## src/design/adcl_pkg.sv

```systemverilog
// shared constants and the ns_to_cyc helper for the converter readout link
// Summary of operation
// result bit appears on each serial clock rise
// host waits for line low before clocking
// 24-bit result shifted out MSB first
// unread result overwritten after one period
// host avoids clocking during update window
// after 24 clocks line holds last bit
// 25th clock rise forces line high
// period 12.5 ms fast, 100 ms slow
// host holds clock high to request standby
// host raises clock soon after ready falls
// standby after clock high one full period
// line stays high during standby
// clock low ends standby, first result valid
// first ready 52.6 or 401.8 ms after wakeup
// power-down pin low resets all logic
// 7.95 us wakeup after power-down release
// rate pin high 80 SPS, low 10 SPS
// bridge switch closed converting, open otherwise
// result is clipped 24-bit two's complement
package adcl_pkg;
	localparam int CLK_NS = 50;
	localparam real T_CONV_FAST_MS = 12.5;
	localparam real T_CONV_SLOW_MS = 100.0;
	localparam real T_UPD_US = 90.0;
	localparam real T_SRDY_FAST_MS = 52.6;
	localparam real T_SRDY_SLOW_MS = 401.8;
	localparam real T_WAKE_US = 7.95;
	localparam real T_POWER_OFF_N_US = 26.0;
	localparam real T_SCLK_HALF_NS = 400.0;

	function automatic int ns_to_cyc(input real t_ns);
		return $rtoi(t_ns / CLK_NS + 0.5);
	endfunction

	localparam int CONV_FAST_CYC = ns_to_cyc(T_CONV_FAST_MS * 1.0e6);
	localparam int CONV_SLOW_CYC = ns_to_cyc(T_CONV_SLOW_MS * 1.0e6);
	localparam int UPD_CYC = ns_to_cyc(T_UPD_US * 1.0e3);
	localparam int SRDY_FAST_CYC = ns_to_cyc(T_SRDY_FAST_MS * 1.0e6);
	localparam int SRDY_SLOW_CYC = ns_to_cyc(T_SRDY_SLOW_MS * 1.0e6);
	localparam int WAKE_CYC = ns_to_cyc(T_WAKE_US * 1.0e3);
	localparam int POWER_OFF_N_CYC = ns_to_cyc(T_POWER_OFF_N_US * 1.0e3);
	localparam int SCLK_HALF_CYC = ns_to_cyc(T_SCLK_HALF_NS);

	localparam int RES_BITS = 24;
	localparam int CNT_W = 24;
	localparam logic [23:0] FULL_POS = 24'h7FFFFF;
	localparam logic [23:0] FULL_NEG = 24'h800000;
	localparam logic [4:0] LAST_BIT = 5'h18;
	localparam int FIFO_DEPTH = 4;
endpackage

```

## src/design/adcl_link_if.sv

```systemverilog
// pin bundle between the converter end and the host end
`timescale 1ns/1ps
`default_nettype none
interface adcl_link_if;
	logic sclk;
	logic power_off_n;
	logic ready_and_result_line;
	logic bridge_low_switch;
	modport dev (input sclk, input power_off_n, output ready_and_result_line, output bridge_low_switch);
	modport host (output sclk, output power_off_n, input ready_and_result_line, input bridge_low_switch);
endinterface
`default_nettype wire

```

## src/design/adcl_fifo.sv

```systemverilog
// small valid/ready fifo for result words
`timescale 1ns/1ps
`default_nettype none
module adcl_fifo #(
	parameter int W = 24,
	parameter int D = 4
) (
	input  wire logic         clock,
	input  wire logic         nrst,
	input  wire logic         in_valid,
	output logic              in_ready,
	input  wire logic [W-1:0] in_data,
	output logic              out_valid,
	input  wire logic         out_ready,
	output logic [W-1:0]      out_data
);
	localparam int AW = $clog2(D);
	typedef struct packed {
		logic [D-1:0][W-1:0] mem;
		logic [AW:0]         wp;
		logic [AW:0]         rp;
	} adcl_fifo_t;
	adcl_fifo_t s_q, s_d;
	logic full, empty;

	always_comb begin
		empty = (s_q.wp == s_q.rp);
		full = (s_q.wp[AW-1:0] == s_q.rp[AW-1:0]) && (s_q.wp[AW] != s_q.rp[AW]);
		in_ready = !full;
		out_valid = !empty;
		out_data = s_q.mem[s_q.rp[AW-1:0]];
		s_d = s_q;
		if (in_valid && !full) begin
			s_d.mem[s_q.wp[AW-1:0]] = in_data;
			s_d.wp = s_q.wp + 1'b1;
		end
		if (out_ready && !empty) begin
			s_d.rp = s_q.rp + 1'b1;
		end
	end

	always_ff @(posedge clock or negedge nrst) begin
		if (!nrst) begin
			s_q <= '0;
		end else begin
			s_q <= s_d;
		end
	end
endmodule
`default_nettype wire

```

## src/design/adcl_host.sv

```systemverilog
// host end: polls ready, clocks out results, requests standby and power-down
`timescale 1ns/1ps
`default_nettype none
module adcl_host #(
	parameter int unsigned HALF = adcl_pkg::SCLK_HALF_CYC,
	parameter int unsigned POWER_OFF_N = adcl_pkg::POWER_OFF_N_CYC,
	parameter int DEPTH = adcl_pkg::FIFO_DEPTH
) (
	input  wire logic        clock,
	input  wire logic        nrst,
	adcl_link_if.host        link,
	input  wire logic        standby_req,
	input  wire logic        power_down_req,
	output logic             rd_valid,
	input  wire logic        rd_ready,
	output logic [23:0]      rd_data
);
	typedef enum logic [2:0] {
		H_IDLE = 3'b000,
		H_HIGH = 3'b001,
		H_LOW  = 3'b010,
		H_PUSH = 3'b011,
		H_STBY = 3'b100
	} adcl_host_st_t;

	typedef struct packed {
		adcl_host_st_t st;
		logic [9:0]    ph;
		logic [4:0]    nbit;
		logic [23:0]   shreg;
		logic          sclk;
		logic          pdn;
		logic [9:0]    pcnt;
		logic [1:0]    line_s;
	} adcl_host_t;

	adcl_host_t s_q, s_d;
	logic       push;
	logic       push_ready;
	logic       line;

	always_comb begin
		s_d = s_q;
		s_d.line_s = {s_q.line_s[0], link.ready_and_result_line};
		line = s_q.line_s[1];
		push = (s_q.st == H_PUSH);
		case (s_q.st)
			H_IDLE: begin
				// wait for ready low; R9 R10 standby raised at once
				if (!line) begin
					s_d.st = standby_req ? H_STBY : H_HIGH;
					s_d.sclk = 1'b1;
					s_d.ph = '0;
					s_d.nbit = '0;
				end
			end
			H_HIGH: begin
				s_d.ph = s_q.ph + 1'b1;
				if (s_q.ph >= 10'(HALF - 1)) begin
					s_d.st = H_LOW;
					s_d.sclk = 1'b0;
					s_d.ph = '0;
				end
			end
			H_LOW: begin
				s_d.ph = s_q.ph + 1'b1;
				if (s_q.ph >= 10'(HALF - 1)) begin
					s_d.ph = '0;
					s_d.nbit = s_q.nbit + 1'b1;
					if (s_q.nbit < adcl_pkg::LAST_BIT) begin
						s_d.shreg = {s_q.shreg[22:0], line};
					end
					// done after the extra clock
					if (s_q.nbit == adcl_pkg::LAST_BIT) begin
						s_d.st = H_PUSH;
					end else begin
						s_d.st = standby_req ? H_STBY : H_HIGH;
						s_d.sclk = 1'b1;
					end
				end
			end
			H_PUSH: begin
				if (push_ready) begin
					s_d.st = H_IDLE;
				end
			end
			H_STBY: begin
				// clock kept high; R13 dropping it wakes the converter
				if (!standby_req) begin
					s_d.st = H_IDLE;
					s_d.sclk = 1'b0;
				end
			end
			default: begin
				s_d.st = H_IDLE;
			end
		endcase
		// power-down pulse held at least its least width
		if (s_q.pdn && power_down_req) begin
			s_d.pdn = 1'b0;
			s_d.pcnt = '0;
		end else if (!s_q.pdn) begin
			if (s_q.pcnt < 10'(POWER_OFF_N - 1)) begin
				s_d.pcnt = s_q.pcnt + 1'b1;
			end else if (!power_down_req) begin
				s_d.pdn = 1'b1;
			end
		end
		if (!s_q.pdn) begin
			s_d.st = H_IDLE;
			s_d.sclk = 1'b0;
		end
	end

	always_ff @(posedge clock or negedge nrst) begin
		if (!nrst) begin
			s_q <= '{st: H_IDLE, pdn: 1'b1, line_s: 2'h3, default: '0};
		end else begin
			s_q <= s_d;
		end
	end

	assign link.sclk = s_q.sclk;
	assign link.power_off_n = s_q.pdn;

	adcl_fifo #(
		.W (adcl_pkg::RES_BITS),
		.D (DEPTH)
	) u_fifo (
		.clock     (clock),
		.nrst      (nrst),
		.in_valid  (push),
		.in_ready  (push_ready),
		.in_data   (s_q.shreg),
		.out_valid (rd_valid),
		.out_ready (rd_ready),
		.out_data  (rd_data)
	);
endmodule
`default_nettype wire

```

## src/flat_wrapper.sv

```systemverilog
// flat-port wrapper written by rule: the top's interface ports become plain ports
module adcl_host_flat 
#(
	parameter int unsigned HALF = adcl_pkg::SCLK_HALF_CYC,
	parameter int unsigned POWER_OFF_N = adcl_pkg::POWER_OFF_N_CYC,
	parameter int DEPTH = adcl_pkg::FIFO_DEPTH
)
  (clock, nrst, standby_req, power_down_req, rd_valid, rd_ready, rd_data, link_sclk, link_power_off_n, link_ready_and_result_line, link_bridge_low_switch);
  adcl_link_if link_i ();
  input  wire logic clock;
  input  wire logic nrst;
  input  wire logic standby_req;
  input  wire logic power_down_req;
  output logic rd_valid;
  input  wire logic rd_ready;
  output logic [23:0] rd_data;
  output wire logic [$bits(link_i.sclk)-1:0] link_sclk;
  output wire logic [$bits(link_i.power_off_n)-1:0] link_power_off_n;
  input wire logic [$bits(link_i.ready_and_result_line)-1:0] link_ready_and_result_line;
  input wire logic [$bits(link_i.bridge_low_switch)-1:0] link_bridge_low_switch;
  assign link_sclk = link_i.sclk;
  assign link_power_off_n = link_i.power_off_n;
  assign link_i.ready_and_result_line = link_ready_and_result_line;
  assign link_i.bridge_low_switch = link_bridge_low_switch;
  adcl_host #(.HALF(HALF), .POWER_OFF_N(POWER_OFF_N), .DEPTH(DEPTH)) u_core (.clock(clock), .nrst(nrst), .link(link_i), .standby_req(standby_req), .power_down_req(power_down_req), .rd_valid(rd_valid), .rd_ready(rd_ready), .rd_data(rd_data));
endmodule
```

## config.mk

```make
export PLATFORM = sky130hd
export DESIGN_NAME = adcl_host_flat
export DESIGN_NICKNAME = d
export VERILOG_FILES = /design/src/design/adcl_pkg.sv /design/src/design/adcl_link_if.sv /design/src/design/adcl_fifo.sv /design/src/design/adcl_host.sv /design/src/flat_wrapper.sv
export SDC_FILE = /design/constraint.sdc
export NUM_CORES = 1
export LEC_CHECK = 0
export BUFFER_PORTS_ARGS = -buffer_cell sky130_fd_sc_hd__buf_2
export CAP_MARGIN = 10
export CORE_MARGIN = 1.5
export CORE_UTILIZATION = 40
export CTS_BUF_LIST = sky130_fd_sc_hd__clkbuf_16
export CTS_CLUSTER_DIAMETER = 40
export CTS_CLUSTER_SIZE = 28
export DETAILED_ROUTE_END_ITERATION = 8
export HOLD_SLACK_MARGIN = 0.08
export SLEW_MARGIN = 0
export SYNTH_ARGS = -nofsm -noshare
export SYNTH_HDL_FRONTEND = slang
export SYNTH_HIERARCHICAL = 1
export SYNTH_SLANG_ARGS = --single-unit
```

## constraint.sdc

```tcl
create_clock -name clock -period 2.6 [get_ports clock]
set_input_delay 0.52 -clock clock [delete_from_list [all_inputs] [get_ports clock]]
set_output_delay 0.52 -clock clock [all_outputs]
set_load 0.02 [all_outputs]
```

### After elaboration in Yosys (flattened, before gate mapping)

Cells that the tools add are included.

* add/subtract/negate cells: 5
* $lt $le $gt $ge: 6
* equality and inequality tests: 18
* muxes and demuxes: 28
* reductions and logical operators: 17

Operators with widths (number)
* bitwise mux 96 bit: 1
* 2-to-1 mux 24 bit: 3
* binary-select mux 24 bit (select 2 bit): 1
* demux 24 bit (select 2 bit): 1
* 2-to-1 mux 43 bit: 1
* one-hot mux 10 bit (3 select lines): 1
* 2-to-1 mux 11 bit: 2
* adder 10 x 1 -> 10 bit, second input constant: 2
* 2-to-1 mux 18 bit: 1
* != test 3 bit, second input constant: 6
* 2-to-1 mux 3 bit: 5
* one-hot mux 3 bit (5 select lines): 1
* 2-to-1 mux 13 bit: 1
* >= comparator 10 x 3 -> 1 bit, second input constant: 1
* < comparator 10 bit, second input constant: 1
* 2-to-1 mux 10 bit: 1
* one-hot mux 5 bit (2 select lines): 1
* 2-to-1 mux 1 bit: 7
* adder 3 x 1 -> 3 bit, second input constant: 2
* equality test 3 x 2 -> 1 bit, second input constant: 2
* < comparator 2 x 3 -> 1 bit, second input constant: 2
* AND reduction 3 bit: 2
* AND reduction 6 bit: 1
* adder 5 x 1 -> 5 bit, second input constant: 1
* 19 further kinds: 27

* flip-flop bits (word level): 158
* bits of input ports: 7
* output and inout bits: 27
* word-level logic and storage cells: 88

### Depth between registers and ports, before layout

* word-level depth: 5
* mapped depth: 7
* depth with buffers taken out: 6

### Hierarchy

Netlist, hierarchy kept.

By module, submodules not included
* adcl_fifo: times used 1, cells an instance 275, area each 4972.3 um^2, seq. area each 2552.4 um^2
* adcl_host: times used 1, cells an instance 244, area each 2712.6 um^2, seq. area each 1405.1 um^2

### Least setup slack after synthesis

OpenSTA, ideal clock, no wires.

* path type: reg2reg
* start: register u_core/s_q[43] (netlist bit)
* end: register u_core/s_q[18] (netlist bit)
* library setup time: 0.125 ns
* data arrival time: 1.868 ns
* data required time: 2.475 ns
* setup slack: 0.607 ns
* cell stages (with the launch flop): 7
* buffers on the path: 1
* period minus slack after synthesis: 1.993 ns
* cell sequence: dfrtp_1 ha_1 a2111oi_2 a21oi_2 nand3_2 buf_6 mux2_2

* cells in the longest elaborated chain, start to end: 2

Ends and longest elaborated chain
* start: declaration: line adcl_host.sv:37 `adcl_host_t s_q, s_d;`
* start signal: assignment: line adcl_host.sv:117 `s_q <= '{st: H_IDLE, pdn: 1'b1, line_s: 2'h3, default: '0};`
* start signal: assignment: line adcl_host.sv:119 `s_q <= s_d;`
* >= comparator 10 x 3 -> 1 bit: line adcl_host.sv:67 `if (s_q.ph >= 10'(HALF - 1)) begin`
* AND reduction 3 bit (no source line)

No other way between the ends.
A chain may end at the register's enable or synchronous reset.

### Final worst setup path

* start: register u_core/u_fifo/s_q[0] (netlist bit)
* end: output rd_data[11]

* cells in the longest elaborated chain, start to end: 2

Ends and longest elaborated chain
* start: declaration: line adcl_fifo.sv:23 `adcl_fifo_t s_q, s_d;`
* start signal: assignment: line adcl_fifo.sv:44 `s_q <= '0;`
* start signal: assignment: line adcl_fifo.sv:46 `s_q <= s_d;`
* binary-select mux 24 bit (select 2 bit): line adcl_fifo.sv:31 `out_data = s_q.mem[s_q.rp[AW-1:0]];`
* 2-to-1 mux 24 bit (implied by the code): line adcl_fifo.sv:31
* end: declaration: line flat_wrapper.sv:16 `output logic [23:0] rd_data;`

No other way between the ends. The select of a mux whose other input is x is not followed.

==> results.toml <==
[synthesis]
yosys.area_share.simple_pct = 5.24
synth_fa_ha_area_share_pct = 1.47
muxShareOfSynthArea_pct = 29.0
synth_top_family_by_area = "multiplexers"
synth_flop_cell = "dfrtp_1"
syn_inst = 519
syn-num-nets = 535
syn_avg_cell_area_um2 = 14.8
synth_xor_area_share_pct = 1.69
ys_seq_area_share_pct = 51.5
synth_area_um2 = 7680
synth_warnings = 6
synth-compound-area-share_pct = 7.65
synth-seq-cells = 158
synth_async_sr_flop_share_pct = 100
netlist-cell-type-count = 58
synth_edf_count = 0

[drt]
dr.first_iter.drc_count = 259
wl_mm = 14.8
dr.pass1.iters = 6
vias_per_cell = 5.40
drc = 0
routed-via-count = 4397
ant_nets = 0
wl_per_cell_um = 18.1

[sta]
fin_worst_skew_ns = 0.00857
fin_crit_sh_pct = 93.3
layout_setup_ws_ns = 0.174
period_needed_ns = 2.43
max-slew-margin-rel_pct = 57.4
fmaxAchievable_ghz = 0.412
setup_tns_ns = 0
slew_viol_final = 0
hold_viol_final = 0
rsz0062_at_grt = "no"
worst_pin_slew_ns = 0.639
setup_viol = 0
holdWs_ns = 0.104

[grt]
grt_start_max_net_pins = 69
antenna_found_initial = 0
grt_usage_pct = 15.8
overflow = 0
grt_first_pass_wirelength_mm = 24.8
grt_pass1_vias = 4727

[clocking]
cts_tree = "done"
clkLatencyLatePin_ns = 0.42
cts_buffers = 17
post-cts-setup-buffers = 0
root_buffer = "clkbuf_16"
cts_repair_resize_count = 0
cts_max_level = 4
clk_pin_slew_ns = 0.06
clock-sinks = 158
clockBufferDepth = 2
hold_buffers = 0

[layout]
fin_area_um2 = 8770
area.growth.synth_to_final_pct = 14.2
antennaDiodeCount = 0
post-route-util_pct = 46.8
final_cell_mix = "154 x dfrtp_1, 79 x mux2_4, 43 x mux2_2"
nets = 584
layout_commonest_cell = "dfrtp_1"
n_fill_cell = 1637
drive_gt1_share_pct = 43.5

[floorplanning]
row_count = 50
dieWidth_um = 142
dieArea_um2 = 20100
die_h_um = 142
ios = 34
coreArea_um2 = 18800
start_util_pct = 40.9

[critical_path]
criticalPathCategory = "reg2out"
setup.worst_path.start_class = "flop"
critPathMaxFanout = 9
cp.required_ns = 2.08
end_kind = "primary output"
cp.arrival_ns = 1.91

[place]
place_congestion = 0.809
hpwl_mm = 9.48
io_buffers = 32
pre_cts_slack_ns = 0.417
placed_area_um2 = 8190

[pwr]
p_comb_share_pct = 18.3
swShare_pct = 30.1
power_leakage_nw = 4.09
power_frac_clock_pct = 38.3
power_density_nw_per_um2 = 737
p_int_mw = 4.52
power_frac_seq_pct = 43.4
switchingPower_mw = 1.94
ir_drop_mv = 0.572

[run_status]
status = "finished, final reports clean"

[min_path]
hold_class = "in2async"

[flow_run]
maxCapViolations = 0
[cells by family (layout without fill, tap and decap cells)]
logic type	after synthesis	count (layout)
AND/OR/NAND/NOR	78	78
AO/OA/AOI/OAI	73	73
flip-flops	158	158
XOR/XNOR	11	11
buffers and inverters	42	104
multiplexers	148	148
adder cells (fa/ha/maj)	9	9
[critical path: stages (launching register included)]
cell,delay [ns]
dfrtp_2,0.54
buf_4,0.24
mux4_2,0.53
buf_2,0.18
[cell type report]
class | count | area [µm²] | share of cell area, %
clock buffers | 17 | 425 | 4.85
clock inverters | 15 | 163 | 1.85
inverters | 19 | 71.3 | 0.813
multi-input cells | 319 | 3460 | 39.5
flip-flops and latches | 158 | 3960 | 45.1
well taps | 234 | 293 | 3.34
repair buffers | 53 | 399 | 4.55
[per-stage QoR]
step / cells / total power, mW
floorplan: 519 / 3.68
global placement: 783 / 4.01
detailed placement: 783 / 4.05
CTS: 815 / 6.56
global route: 815 / 6.79
finish: 815 / 6.46
[path summary, 6_finish.rpt]
kind                                                   from                                 to  slack [ns]  depth (start not counted)
max                        u_core/u_fifo/s_q[0]$_DFFE_PN0P_                        rd_data[11]        0.17                          3
max in group asynchronous                              nrst  u_core/u_fifo/s_q[20]$_DFFE_PN0P_        1.75                          2
min in group clock               link_ready_and_result_line            u_core/s_d[1]$_DFF_PN1_        0.20                          1
max reg2reg                      u_core/s_q[43]$_DFFE_PN0P_         u_core/s_q[20]$_DFFE_PN0P_        0.41                          6
min reg2reg                         u_core/s_d[1]$_DFF_PN1_              u_core/line$_DFF_PN1_        0.36                          0
min                                                    nrst  u_core/u_fifo/s_q[58]$_DFFE_PN0P_        0.10                          1
[routing by layer]
layer	share of wire [%]	global-route usage (%)	vias up
met5	0	0	-
met4	0.98	5.43	0
li1	-	-	2036
met1	47	20.6	2287
met2	49	26.0	64
met3	3.1	3.81	10
[registers in the layout, indices dropped and copies added, names as in the netlist]
register and flops:
u_core/s_d 1, u_core/link.sclk 1, u_core/line 1, u_core/s_q 52
u_core/link.power_off_n 1, u_core/u_fifo/s_q 102
[power by group through the flow]
stage               Combinational (mW)  Clock [mW]  Sequential (mW)
floorplan                        0.936           0             2.75
finish                            1.18        2.48             2.81
global route                      1.31        2.64             2.84
global placement                  1.17           0             2.84
detailed placement                1.20           0             2.85
CTS                               1.20        2.55             2.81
[cell usage after synthesis, types with 3 or more instances]
master / number / area (µm²)
a31oi_1: 3 / 18.8
buf_2: 5 / 25.0
a31oi_4: 4 / 85.1
a41oi_1: 5 / 43.8
nor2b_1: 3 / 18.8
o21ai_0: 16 / 80.1
mux4_2: 24 / 541
a21oi_1: 7 / 35.0
o31ai_1: 3 / 22.5
nor3_1: 5 / 25.0
o311ai_0: 5 / 43.8
nor4_1: 5 / 31.3
mux2_2: 43 / 484
clkbuf_1: 4 / 15.0
ha_1: 9 / 113
and4_1: 4 / 35.0
or3_1: 3 / 18.8
inv_1: 19 / 71.3
o31a_1: 6 / 52.6
nand3_1: 7 / 35.0
o22ai_1: 5 / 31.3
dfrtp_1: 155 / 3880
nor2_1: 17 / 63.8
nand2_1: 22 / 82.6
xor2_1: 4 / 35.0
xnor2_1: 4 / 35.0
buf_6: 11 / 124
nand4_1: 3 / 18.8
dfstp_2: 3 / 78.8
mux2_4: 79 / 1190
Note: power is estimated with default switching activity, not from simulation.
